$ cat src/hdl/pmco_pkg.sv
// constants and types shared by the pdm microphone output block
package pmco_pkg;

  ////////////////////////////////////////////////////////////////////////////
  // system clock
  localparam int CLK_HZ = 20_000_000; // mclk rate

  ////////////////////////////////////////////////////////////////////////////
  // link clock frequency thresholds, in hertz as printed
  localparam int SLEEP_HZ = 200_000; // below this the part sleeps
  localparam int LP_LO_HZ = 400_000; // low edge of low-power band
  localparam int LP_HI_HZ = 800_000; // high edge of low-power band

  // the same thresholds as periods in mclk cycles
  localparam int SLEEP_CYC = CLK_HZ / SLEEP_HZ; // longest awake period
  localparam int LP_MAX_CYC = CLK_HZ / LP_LO_HZ; // slowest low-power period
  localparam int LP_MIN_CYC = CLK_HZ / LP_HI_HZ; // fastest low-power period

  // period counter width and saturation value
  localparam int PER_W = 8;
  localparam logic [PER_W-1:0] PER_SAT = PER_W'(SLEEP_CYC);
  localparam logic [PER_W-1:0] PER_LP_MAX = PER_W'(LP_MAX_CYC);
  localparam logic [PER_W-1:0] PER_LP_MIN = PER_W'(LP_MIN_CYC);
  localparam logic [PER_W-1:0] PER_RST = '0;

  ////////////////////////////////////////////////////////////////////////////
  // sleep entry and wake-up latencies, in milliseconds as printed
  localparam int SLEEP_ENTRY_MS = 1; // sleep entered within this
  localparam int WAKE_MS = 20; // output starts within this
  localparam int CYC_PER_MS = CLK_HZ / 1000;
  localparam int SLEEP_ENTRY_CYC = SLEEP_ENTRY_MS * CYC_PER_MS;
  localparam int WAKE_CYC = WAKE_MS * CYC_PER_MS;
  // default settle time after the clock returns, half the limit
  localparam int SETTLE_CYC = WAKE_CYC / 2;
  localparam int SET_W = 20; // settle counter width

  ////////////////////////////////////////////////////////////////////////////
  // modulator sample format
  localparam int SMP_W = 16; // input sample width
  localparam int ACC_W = 18; // integrator width
  localparam logic signed [SMP_W-1:0] FULL_SCALE = 16'sh7fff;
  localparam logic signed [ACC_W-1:0] ACC_RST = '0;

  ////////////////////////////////////////////////////////////////////////////
  // power state, gray coded along sleep -> wake -> run
  typedef enum logic [1:0] {
    PMCO_SLEEP = 2'h0,
    PMCO_WAKE = 2'h1,
    PMCO_RUN = 2'h3
  } pmco_state_t;

endpackage

$ cat src/hdl/pmco_modulator.sv
// first-order one-bit density modulator with full-scale limiting
`timescale 1ns/1ps
module pmco_modulator (
  input wire logic mclk,
  input wire logic rst_b,
  input wire logic clr,
  input wire logic step,
  input wire logic signed [pmco_pkg::SMP_W-1:0] sample,
  output logic bit_out
);

  logic signed [pmco_pkg::ACC_W-1:0] acc_ff; // integrator
  logic signed [pmco_pkg::ACC_W-1:0] nxt_acc; // integrator next
  logic signed [pmco_pkg::SMP_W-1:0] clip; // sample held to full scale
  logic signed [pmco_pkg::ACC_W-1:0] x_ext; // widened sample
  logic signed [pmco_pkg::ACC_W-1:0] fb; // quantiser feedback

  // the most negative code is pulled in so both peaks are symmetric
  assign clip = (sample < -pmco_pkg::FULL_SCALE) ?
    -pmco_pkg::FULL_SCALE : sample;
  assign x_ext = {{2{clip[pmco_pkg::SMP_W-1]}}, clip};
  // a one means the integrator is non-negative, ones follow amplitude
  assign bit_out = ~acc_ff[pmco_pkg::ACC_W-1];
  assign fb = bit_out ? {2'h0, pmco_pkg::FULL_SCALE}
    : -{2'h0, pmco_pkg::FULL_SCALE};
  assign nxt_acc = clr ? pmco_pkg::ACC_RST
    : step ? acc_ff + x_ext - fb : acc_ff;

  // integrator, advanced once per launched bit
  always_ff @(posedge mclk or negedge rst_b) begin
    if (!rst_b) begin
      acc_ff <= pmco_pkg::ACC_RST;
    end else begin
      acc_ff <= nxt_acc;
    end
  end

  // the clipped input never reaches beyond full scale
  AST_FS_LIMIT: assert property (
    @(posedge mclk) disable iff (!rst_b)
    (clip <= pmco_pkg::FULL_SCALE) && (clip >= -pmco_pkg::FULL_SCALE))
    else $error("modulator input exceeds full scale");

  // zero input from a cleared integrator gives one then zero
  AST_ZERO_ALT: assert property (
    @(posedge mclk) disable iff (!rst_b)
    (step && !clr && sample == '0 && acc_ff == '0) |=> !bit_out)
    else $error("zero input did not alternate");

endmodule

$ cat src/hdl/pmco_mic_out.sv
// pdm microphone output side: clock watch, power states, shared data pin
`timescale 1ns/1ps

////////////////////////////////////////////////////////////////////////////
// Operation
// - 400 to 800 kHz clock selects low-power listening
// - clock below 200 kHz puts device asleep
// - asleep, data output stays high impedance
// - sleep reached within 1 ms of slowdown
// - output resumes within 20 ms of clock
// - start-up under 20 ms, first bit valid
// - sleeping or unpowered device never loads line
// - modulator density limited at digital full scale
// - select high left slot, low right slot
// - left launches on falling, right on rising
// - release driver after own half period
// - density of ones follows signal amplitude
module pmco_mic_out #(
  parameter int SETTLE_CYC = pmco_pkg::SETTLE_CYC
) (
  input wire logic mclk,
  input wire logic rst_b,
  input wire logic pdm_clk,
  input wire logic chan_select,
  input wire logic signed [pmco_pkg::SMP_W-1:0] audio_sample,
  output logic pdm_data_o,
  output logic pdm_data_oe,
  output logic low_power_listen_mode,
  output logic sleep_mode
);

  ////////////////////////////////////////////////////////////////////////////
  // pin synchronisers: link clock in bit 0, select in bit 1
  logic [1:0] sy1_ff; // first stage, read only by sy2
  logic [1:0] sy2_ff; // second stage
  logic [1:0] sy3_ff; // third stage
  logic [1:0] lvl_ff; // accepted level
  logic [1:0] nxt_lvl; // accepted level next
  logic [1:0] agree; // second and third stage match
  logic clk_d_ff; // accepted link clock, one cycle late

  assign agree = ~(sy2_ff ^ sy3_ff);
  assign nxt_lvl = (agree & sy3_ff) | (~agree & lvl_ff);

  // three stages, level taken once stages two and three agree
  always_ff @(posedge mclk or negedge rst_b) begin
    if (!rst_b) begin
      sy1_ff <= 2'h0;
      sy2_ff <= 2'h0;
      sy3_ff <= 2'h0;
      lvl_ff <= 2'h0;
      clk_d_ff <= 1'b0;
    end else begin
      sy1_ff <= {chan_select, pdm_clk};
      sy2_ff <= sy1_ff;
      sy3_ff <= sy2_ff;
      lvl_ff <= nxt_lvl;
      clk_d_ff <= lvl_ff[0];
    end
  end

  logic clk_rise; // link clock rising edge seen
  logic clk_fall; // link clock falling edge seen
  logic sel_left; // select high means left slot

  assign clk_rise = lvl_ff[0] & ~clk_d_ff;
  assign clk_fall = ~lvl_ff[0] & clk_d_ff;
  assign sel_left = lvl_ff[1];

  ////////////////////////////////////////////////////////////////////////////
  // link clock period measurement
  logic [pmco_pkg::PER_W-1:0] per_cnt_ff; // cycles since last rise
  logic [pmco_pkg::PER_W-1:0] nxt_per_cnt; // counter next
  logic [pmco_pkg::PER_W-1:0] period_ff; // last full period
  logic [pmco_pkg::PER_W-1:0] nxt_period; // period next
  logic clk_slow; // no rise for a sleep-length period
  logic in_lp_band; // last period inside low-power band

  assign clk_slow = (per_cnt_ff == pmco_pkg::PER_SAT);
  assign nxt_per_cnt = clk_rise ? pmco_pkg::PER_RST
    : clk_slow ? per_cnt_ff : per_cnt_ff + pmco_pkg::PER_W'(1);
  // count restarts at zero after a rise, so a full period is one more
  assign nxt_period = clk_rise ? per_cnt_ff + pmco_pkg::PER_W'(1)
    : period_ff;
  // between the sleep limit and the band the part is simply awake
  assign in_lp_band = (period_ff >= pmco_pkg::PER_LP_MIN) &&
    (period_ff <= pmco_pkg::PER_LP_MAX);

  // counter saturates so a stopped clock reads as slow
  always_ff @(posedge mclk or negedge rst_b) begin
    if (!rst_b) begin
      per_cnt_ff <= pmco_pkg::PER_SAT;
      period_ff <= pmco_pkg::PER_SAT;
    end else begin
      per_cnt_ff <= nxt_per_cnt;
      period_ff <= nxt_period;
    end
  end

  ////////////////////////////////////////////////////////////////////////////
  // power state machine
  pmco_pkg::pmco_state_t st_ff; // current power state
  pmco_pkg::pmco_state_t nxt_st; // power state next
  logic [pmco_pkg::SET_W-1:0] set_cnt_ff; // settle counter
  logic [pmco_pkg::SET_W-1:0] nxt_set_cnt; // settle counter next
  logic settled; // settle time elapsed

  assign settled = (set_cnt_ff >= pmco_pkg::SET_W'(SETTLE_CYC - 1));
  assign nxt_set_cnt = (st_ff == pmco_pkg::PMCO_WAKE) ?
    set_cnt_ff + pmco_pkg::SET_W'(1) : '0;

  // slow clock always wins; waking needs a live clock then settling
  always_comb begin
    nxt_st = st_ff;
    case (st_ff)
      pmco_pkg::PMCO_SLEEP: begin
        if (!clk_slow && clk_rise) begin
          nxt_st = pmco_pkg::PMCO_WAKE;
        end
      end
      pmco_pkg::PMCO_WAKE: begin
        if (clk_slow) begin
          nxt_st = pmco_pkg::PMCO_SLEEP;
        end else if (settled) begin
          nxt_st = pmco_pkg::PMCO_RUN;
        end
      end
      pmco_pkg::PMCO_RUN: begin
        if (clk_slow) begin
          nxt_st = pmco_pkg::PMCO_SLEEP;
        end
      end
      default: begin
        nxt_st = pmco_pkg::PMCO_SLEEP;
      end
    endcase
  end

  // reset is power-up: start asleep, wake like any return of clock
  always_ff @(posedge mclk or negedge rst_b) begin
    if (!rst_b) begin
      st_ff <= pmco_pkg::PMCO_SLEEP;
      set_cnt_ff <= '0;
    end else begin
      st_ff <= nxt_st;
      set_cnt_ff <= nxt_set_cnt;
    end
  end

  ////////////////////////////////////////////////////////////////////////////
  // bit launch and release on the shared data line
  logic running; // output stage enabled
  logic own_edge; // edge on which this slot launches
  logic other_edge; // edge on which the other slot launches
  logic launch; // drive a fresh bit now
  logic mod_bit; // modulator's pending bit
  logic dout_ff; // data pin level
  logic doe_ff; // data pin enable
  logic nxt_dout; // data next
  logic nxt_doe; // enable next
  logic lp_ff; // low-power flag
  logic sleep_ff; // sleep flag

  assign running = (nxt_st == pmco_pkg::PMCO_RUN);
  assign own_edge = sel_left ? clk_fall : clk_rise;
  assign other_edge = sel_left ? clk_rise : clk_fall;
  assign launch = running && own_edge;
  assign nxt_dout = launch ? mod_bit : dout_ff;
  // never drive unless running; let go on the other slot's edge
  assign nxt_doe = !running ? 1'b0
    : launch ? 1'b1
    : other_edge ? 1'b0 : doe_ff;

  // modulator runs only while bits go out, cleared while asleep
  pmco_modulator u_mod (
    .mclk(mclk),
    .rst_b(rst_b),
    .clr(st_ff == pmco_pkg::PMCO_SLEEP),
    .step(launch),
    .sample(audio_sample),
    .bit_out(mod_bit)
  );

  // output flops, every top output straight from here
  always_ff @(posedge mclk or negedge rst_b) begin
    if (!rst_b) begin
      dout_ff <= 1'b0;
      doe_ff <= 1'b0;
      lp_ff <= 1'b0;
      sleep_ff <= 1'b1;
    end else begin
      dout_ff <= nxt_dout;
      doe_ff <= nxt_doe;
      lp_ff <= (nxt_st != pmco_pkg::PMCO_SLEEP) && in_lp_band;
      sleep_ff <= (nxt_st == pmco_pkg::PMCO_SLEEP);
    end
  end

  assign pdm_data_o = dout_ff;
  assign pdm_data_oe = doe_ff;
  assign low_power_listen_mode = lp_ff;
  assign sleep_mode = sleep_ff;

  ////////////////////////////////////////////////////////////////////////////
  // checking helpers: ages of slow clock while awake, and of waking
  logic [pmco_pkg::SET_W-1:0] slow_age_ff; // awake cycles with slow clock
  logic [pmco_pkg::SET_W-1:0] wake_age_ff; // cycles spent waking

  // both counters clear when their condition drops
  always_ff @(posedge mclk or negedge rst_b) begin
    if (!rst_b) begin
      slow_age_ff <= '0;
      wake_age_ff <= '0;
    end else begin
      slow_age_ff <= (clk_slow && st_ff != pmco_pkg::PMCO_SLEEP) ?
        slow_age_ff + pmco_pkg::SET_W'(1) : '0;
      wake_age_ff <= (st_ff == pmco_pkg::PMCO_WAKE) ?
        wake_age_ff + pmco_pkg::SET_W'(1) : '0;
    end
  end

  AST_SLEEP_HIZ: assert property (
    @(posedge mclk) disable iff (!rst_b)
    sleep_ff |-> !doe_ff)
    else $error("data driven while asleep");

  AST_LP_BAND: assert property (
    @(posedge mclk) disable iff (!rst_b)
    (st_ff == pmco_pkg::PMCO_RUN && !clk_slow && in_lp_band)
      |=> low_power_listen_mode)
    else $error("low-power mode missed in band");

  AST_SLOW_SLEEP: assert property (
    @(posedge mclk) disable iff (!rst_b)
    (clk_slow && st_ff != pmco_pkg::PMCO_SLEEP)
      |=> sleep_mode && st_ff == pmco_pkg::PMCO_SLEEP)
    else $error("slow clock did not cause sleep");

  AST_SLEEP_ENTRY: assert property (
    @(posedge mclk) disable iff (!rst_b)
    slow_age_ff < pmco_pkg::SET_W'(pmco_pkg::SLEEP_ENTRY_CYC))
    else $error("sleep entry too late");

  AST_WAKE_BOUND: assert property (
    @(posedge mclk) disable iff (!rst_b)
    wake_age_ff < pmco_pkg::SET_W'(pmco_pkg::WAKE_CYC))
    else $error("wake-up too slow");

  AST_LAUNCH: assert property (
    @(posedge mclk) disable iff (!rst_b)
    (launch) |=> pdm_data_oe && (pdm_data_o == $past(mod_bit)))
    else $error("bit not launched on own edge");

  AST_LEFT_EDGE: assert property (
    @(posedge mclk) disable iff (!rst_b)
    (running && sel_left && clk_rise) |=> !pdm_data_oe ##1 !launch)
    else $error("left slot drove on rising edge");

  AST_RELEASE: assert property (
    @(posedge mclk) disable iff (!rst_b)
    (running && other_edge) |=> !pdm_data_oe)
    else $error("driver not released on other edge");

endmodule

$ cat config.mk
export PLATFORM = sky130hd
export DESIGN_NAME = pmco_mic_out
export DESIGN_NICKNAME = d
export VERILOG_FILES = /design/src/hdl/pmco_pkg.sv /design/src/hdl/pmco_modulator.sv /design/src/hdl/pmco_mic_out.sv
export SDC_FILE = /design/constraint.sdc
export NUM_CORES = 1
export LEC_CHECK = 0
export BUFFER_PORTS_ARGS = -buffer_cell sky130_fd_sc_hd__buf_2
export CAP_MARGIN = 20
export CELL_PAD_IN_SITES_DETAIL_PLACEMENT = 1
export CELL_PAD_IN_SITES_GLOBAL_PLACEMENT = 2
export CORE_MARGIN = 2
export CORE_UTILIZATION = 40
export DETAILED_ROUTE_END_ITERATION = 6
export GPL_TIMING_DRIVEN = 0
export PLACE_DENSITY_LB_ADDON = 0.15
export SYNTH_ARGS = -nofsm -noshare
export SYNTH_HDL_FRONTEND = slang
export SYNTH_SLANG_ARGS = --single-unit
$ cat constraint.sdc
create_clock -name mclk -period 4.1 [get_ports mclk]
set_clock_uncertainty 0.05 [all_clocks]
set_input_delay 0.615 -clock mclk [delete_from_list [all_inputs] [get_ports mclk]]
set_output_delay 0.615 -clock mclk [all_outputs]
set_load 0.05 [all_outputs]
==> flow_metrics.py, run 1 <==
metrics = {
    "outcome": {
        "status": "complete, no violations",
    },
    "drt": {
        "drt_wl_total_mm": 10.26,
        "drt_drc_violations_left": 0,
        "drt-pass1-iter-count": 4,
        "drt_iter0_markers": 99,
        "vias": 3322,
        "post_drt_via_cell_ratio": 5.358,
        "wl_per_cell_um": 16.55,
        "ant_nets": 0,
    },
    "global_route": {
        "overflow": 0,
        "antenna_found_initial": 0,
        "grt_pass1_vias": 3541,
        "grt_pass1_wl_mm": 17.57,
        "grt_usage_pct": 19.78,
        "grt_start_max_net_pins": 54,
    },
    "yosys": {
        "ys_seq_elements": 69,
        "avgSynthCellArea_um2": 9.635,
        "synth.distinct_cells": 48,
        "yosysTopAreaCell": "dfrtp_1",
        "async_reset_ff_share_pct": 100.0,
        "syn_inst": 444,
        "synth_top_area_share_pct": 36.27,
        "synthFlopType": "dfrtp_1",
        "synth_edf_count": 0,
        "yosysWarnings": 0,
        "netlist_area_mm2": 0.004278,
        "synth_fp_nets": 503,
        "synthTopCellsByArea": "dfrtp_1, fa_1, ha_1, dfstp_2, nand3_1",
        "ys_seq_area_share_pct": 40.57,
    },
    "worst_setup_path": {
        "reg2reg_depth": 9,
        "worst-setup-path-type": "input pin to flip-flop",
        "r2r_setup_slack_ns": 0.75,
        "slowest_stage": "fa_1",
        "path_cells": "buf_2 > nor4_4 > a41o_1 > ha_2 > buf_6 > nor2b_2 > fa_1 > ha_2 > and3_1 > a221o_1 > o21ai_2 > and4_1 > nor4_1 > a311o_1",
        "arrival_ns": 4.14,
        "cp_max_fo": 10,
        "critPathCapture": "u_mod.acc_ff[17]$_DFFE_PN0P_",
        "cp.buffers_inverters": 2,
        "cp.depth": 14,
        "start_kind": "input pin",
        "end_kind": "flip-flop",
        "cp_top_family": "compound AO/OA/AOI/OAI gates",
        "r2r_start": "u_mod.acc_ff[17]$_DFFE_PN0P_",
        "startpoint": "audio_sample[10]",
        "rr_endpoint": "u_mod.acc_ff[17]$_DFFE_PN0P_",
        "required_ns": 4.29,
        "critPathMaxStageDelay_ns": 0.44,
        "cpMostUsedCell": "ha_2",
    },
    "cells_and_area": {
        "final_cell_mix": "dfrtp_1, nor2_1, nand3_1",
        "drive_above_1_share_pct": 15.50,
        "antenna_cells": 0,
        "nets": 538,
        "areaGrowthSynthToFinish_pct": 14.10,
        "fin_util_pct": 47.07,
        "fin_area_mm2": 0.004881,
        "multiInputGateArea_mm2": 0.002486,
        "final_common_cell": "dfrtp_1",
        "fillers": 1191,
        "register_area_mm2": 0.001735,
    },
    "placed_design": {
        "hpwl_mm": 7.974,
        "gp_congestion": 0.7766,
        "post_dp_cell_area_mm2": 0.004621,
        "dp_slack_ns": -0.7770,
        "port_buffers": 23,
    },
    "clocking": {
        "clk_latency_ns": 0.36,
        "cts-root-buf": "clkbuf_8",
        "cts_max_level": 3,
        "cts.sinks": 69,
        "hold_buffers": 0,
        "cts_buffers": 9,
        "postCtsSetupBuffers": 0,
        "clk_pin_slew_ns": 0.08,
        "cts_tree": "done",
        "cts_buffer_depth": 2,
    },
    "sta": {
        "rsz0062_at_grt": "false",
        "max_freq_mhz": 253.8,
        "period_share_pct": 96.11,
        "min_period_ns": 3.940,
        "finalHoldViolCount": 0,
        "layout_setup_ws_ns": 0.1595,
        "final_max_slew_viol_count": 0,
        "tns_ns": 0,
        "worstMarginPinSlew_ns": 0.7616,
        "relSlewSlack_pct": 49.23,
        "final-setup-viol-count": 0,
    },
    "floorplan": {
        "rows": 37,
        "core_area_mm2": 0.01037,
        "die_w_um": 107.4,
        "start_util_pct": 41.25,
        "die-area_mm2": 0.01154,
        "die_y_um": 107.4,
        "pin_count": 24,
    },
    "flow_run": {
        "drv_cap": 0,
    },
    "power": {
        "power.density_mw_per_mm2": 337.8,
        "power_mw": 1.649,
        "max-vdd-ir-drop_mv": 0.2616,
        "cellLeakagePower_nw": 2.233,
    },
    "min_path": {
        "hp-class": "input pin to asynchronous set/reset pin",
    },
}
[power by group]
| part | internal, mW | total, mW | switching (mW) |
|---|---|---|---|
| sequential | 0.762 | 0.836 | 0.0743 |
| clock | 0.239 | 0.528 | 0.289 |
| combinational | 0.128 | 0.285 | 0.157 |
| total | 1.13 | 1.65 | 0.520 |
[worst min-delay path by stage]
stage,startpoint,end,depth (start not counted)
3_3_place_gp,sy1_ff[0]$_DFF_PN0_,sy2_ff[0]$_DFF_PN0_,0
3_5_place_dp,sy1_ff[0]$_DFF_PN0_,sy2_ff[0]$_DFF_PN0_,0
4_1_cts,rst_b,low_power_listen_mode$_DFF_PN0_,1
6_report,rst_b,period_ff[3]$_DFFE_PN0P_,1
5_1_grt,rst_b,period_ff[3]$_DFFE_PN0P_,1
2_1_floorplan,rst_b,asynchronous set/reset pin,0
[synth_stat cells, drive strengths merged (5+ instances only)]
cell type	instances
dfrtp	62
nand3	37
nor2	37
o21ai	32
nand2	30
a21oi	27
ha	22
xor2	20
fa	17
nor2b	16
inv	15
xnor2	14
and3	13
buf	9
nor4	9
a21o	8
clkbuf	7
dfstp	7
nand2b	6
a211oi	5
o211ai	5
[kinds of logic after synthesis]
| kind of cell | share of synthesized area (%) |
|---|---|
| compound gates | 14.30 |
| xor+xnor | 6.961 |
| fa+ha+maj | 14.86 |
| buf+inv | 3.042 |
| flops | 40.57 |
| simple gates | 20.27 |
[metal layers]
metal	vias up	share of wire, %	wire length, um	GRT usage, %
met5	-	0	0	0
met4	0	1.4	142	6.685
met3	12	2.0	201	2.724
met2	23	48	4920	32.55
met1	1657	49	4994	26.91
li1	1630	-	-	-
[registers in the layout, indices dropped and copies added (netlist names), 2 cells and up, named ones only]
| register | count |
|---|---|
| sy2_ff | 2 |
| st_ff | 2 |
| per_cnt_ff | 8 |
| set_cnt_ff | 20 |
| sy1_ff | 2 |
| sy3_ff | 2 |
| u_mod.acc_ff | 18 |
| period_ff | 8 |
[final cells by class]
class	instances	area share [%]
Inverter	15	1.154
Clock inverter	6	0.9228
Clock buffer	10	2.820
Buffer	15	1.589
Timing Repair Buffer	25	3.538
Multi-Input combinational cell	344	50.94
Sequential cell	69	35.55
Tap cell	136	3.486
[per-stage QoR]
stage,std cells,hold WS [ns]
2_1_floorplan,444,0.2694
3_3_place_gp,603,0.2838
3_5_place_dp,605,0.2887
4_1_cts,620,0.06492
5_1_grt,620,0.07468
6_report,620,0.07136
[what timing repair did]
item / 4_1_cts / 5_1_grt
endpoints found under the hold margin: 0 / 0
pin swaps: 0 / 3
endpoints found under the setup margin: 3 / 4
gates resized for setup: 10 / 14
No activity file was read; power rests on OpenSTA's default activity.
==> inputs of run 2 (changes only) <==
Settings changed: BUFFER_PORTS_ARGS -buffer_cell sky130_fd_sc_hd__buf_2 to unset, CORE_UTILIZATION 40 to 41, DONT_BUFFER_PORTS set to 1.
==> run 2 against run 1 <==
Compared with the run above: fmax increased by 3.3%; largest power group unchanged; routed wire length rose by 0.47%; total power rose by 3.6%; utilization is 0.69 points lower; die area fell by 2.4%; critical path depth stayed put; flip-flop and latch count did not move; worst setup slack improved by 0.13 ns.
==> flow_metrics.py, run 2 (synthesis results as in run 1) <==
metrics = {
    "sta": {
        "final-setup-viol-count": 0,
        "finalHoldViolCount": 0,
        "whs_ns": 0.04496,
        "worstMarginPinSlew_ns": 0.7243,
        "tns_ns": 0,
        "min_period_ns": 3.815,
        "period_share_pct": 93.06,
        "final_max_slew_viol_count": 0,
        "relSlewSlack_pct": 51.71,
        "rsz0062_at_grt": "false",
        "max_freq_mhz": 262.1,
    },
    "clocking": {
        "cts_tree": "done",
        "postCtsSetupBuffers": 0,
        "clk_latency_ns": 0.35,
        "cts.sinks": 69,
        "cts-root-buf": "clkbuf_8",
        "clk_pin_slew_ns": 0.08,
        "cts_buffers": 9,
        "cts_buffer_depth": 2,
        "cts_max_level": 3,
    },
    "cells_and_area": {
        "final_cell_mix": "dfrtp_1, nor2_1, nand3_1",
        "areaGrowthSynthToFinish_pct": 10.91,
        "fin_cells": 597,
        "nets": 515,
        "final_common_cell": "dfrtp_1",
        "largest-register": "set_cnt_ff",
        "largestRegisters": "set_cnt_ff x20, u_mod.acc_ff x18",
        "antenna_cells": 0,
        "largest_register_ffs": 20,
        "fin_util_pct": 46.37,
        "fillers": 1201,
        "multiInputGateArea_mm2": 0.002444,
        "drive_above_1_share_pct": 9.111,
        "register_area_mm2": 0.001735,
    },
    "worst_setup_path": {
        "arrival_ns": 4.01,
        "worst-setup-path-type": "input pin to flip-flop",
        "start_kind": "input pin",
        "cp_max_fo": 10,
        "r2r_setup_slack_ns": 0.71,
        "required_ns": 4.29,
        "end_kind": "flip-flop",
    },
    "power": {
        "power_mw": 1.709,
        "pwr-share-clk_pct": 35.7,
        "power.density_mw_per_mm2": 360.1,
        "cellLeakagePower_nw": 2.144,
        "combinationalPowerShare_pct": 15.4,
        "max-vdd-ir-drop_mv": 0.2543,
        "swShare_pct": 29.76,
        "p_seq_share_pct": 48.9,
        "p_int_mw": 1.200,
        "switching_power_mw": 0.5084,
    },
    "drt": {
        "post_drt_via_cell_ratio": 5.546,
        "vias": 3311,
        "ant_nets": 0,
        "drt_iter0_markers": 99,
        "drt_drc_violations_left": 0,
        "drt_wl_total_mm": 10.31,
        "drt-pass1-iter-count": 4,
        "wl_per_cell_um": 17.27,
    },
    "global_route": {
        "overflow": 0,
        "grt_usage_pct": 20.17,
        "antenna_found_initial": 0,
        "grt_pass1_vias": 3533,
        "grt_pass1_wl_mm": 17.77,
        "grt_start_max_net_pins": 63,
    },
    "flow_run": {
        "drv_cap": 0,
    },
    "placed_design": {
        "place_inst": 581,
        "gp_congestion": 0.7655,
        "hpwl_mm": 7.516,
        "port_buffers": 0,
    },
    "floorplan": {
        "core_area_mm2": 0.01023,
        "die-area_mm2": 0.01127,
        "pin_count": 24,
        "start_util_pct": 41.81,
        "die_w_um": 106.1,
        "rows": 37,
        "die_y_um": 106.1,
    },
    "min_path": {
        "hp-class": "input pin to asynchronous set/reset pin",
    },
    "outcome": {
        "status": "complete, no violations",
    },
}
-- run 2: changes by cell type in the layout (fill, tap and decap cells not counted), sizes merged --
cell	previous run	this run
buf	35	11
clkinv	1	0
clkbuf	15	18
bufinv	0	1
clkinvlp	3	1
-- run 2: what timing repair did --
| action | 4_1_cts | 5_1_grt |
|---|---|---|
| hold buffers | 1 | 0 |
| endpoints found under the hold margin | 62 | 0 |
| gates resized for setup | 3 | 8 |
| pin swaps | 0 | 0 |
| setup endpoints to repair | 2 | 2 |
-- run 2: final cells by class --
type | instances | area share (%)
plain buffers | 15 | 1.556
clock buffers | 12 | 3.270
clock inverters | 4 | 1.160
inverters | 15 | 1.187
multi-input cells | 344 | 51.50
flip-flops and latches | 69 | 36.58
well taps | 136 | 3.586
repair buffers | 2 | 1.160
-- run 2: metrics by stage --
stage / area (um2) / worst slack (ns)
2_1_floorplan: 4278 / 0.2054
4_1_cts: 4720 / 0.03053
5_1_grt: 4745 / 0.04182
3_3_place_gp: 4448 / -0.5956
3_5_place_dp: 4476 / -0.6464
6_report: 4745 / 0.2846
-- run 2: critical path: stages --
cell	delay [ns]
nor4_4	0.30
a41o_1	0.20
ha_1	0.28
buf_2	0.23
nor2b_1	0.19
fa_1	0.47
ha_1	0.32
clkbuf_4	0.19
and3_1	0.15
a221o_1	0.28
o21ai_1	0.17
a31oi_1	0.12
o211a_1	0.23
a311o_1	0.26
-- run 2: path summary, 6_finish.rpt --
path | start | end | cells past startpoint
worst max-delay path | audio_sample[14] | u_mod.acc_ff[17]$_DFFE_PN0P_ | 14
min in group mclk | chan_select | sy1_ff[1]$_DFF_PN0_ | 0
worst min-delay path | rst_b | period_ff[5]$_DFFE_PN1P_ | 0
worst min register to register | sy1_ff[0]$_DFF_PN0_ | sy2_ff[0]$_DFF_PN0_ | 0
worst max register to register | u_mod.acc_ff[17]$_DFFE_PN0P_ | u_mod.acc_ff[17]$_DFFE_PN0P_ | 9
max in group asynchronous | rst_b | set_cnt_ff[8]$_DFF_PN0_ | 1
-- run 2: routing by layer --
layer | share of wire [%] | vias to the layer above | track usage, %
met5 | 0 | - | 0
met4 | 1.6 | 0 | 6.673
met3 | 1.8 | 15 | 3.372
met2 | 46 | 34 | 31.55
met1 | 51 | 1671 | 28.52
li1 | - | 1591 | -
-- run 2: power groups by stage --
stage	Combinational, mW	Sequential, mW	Clock (mW)
after global placement	0.238	0.846	0
after detailed placement	0.248	0.849	0
after global routing	0.311	0.851	0.654
final	0.263	0.836	0.609
after floorplan	0.200	0.830	0
after CTS	0.268	0.837	0.630
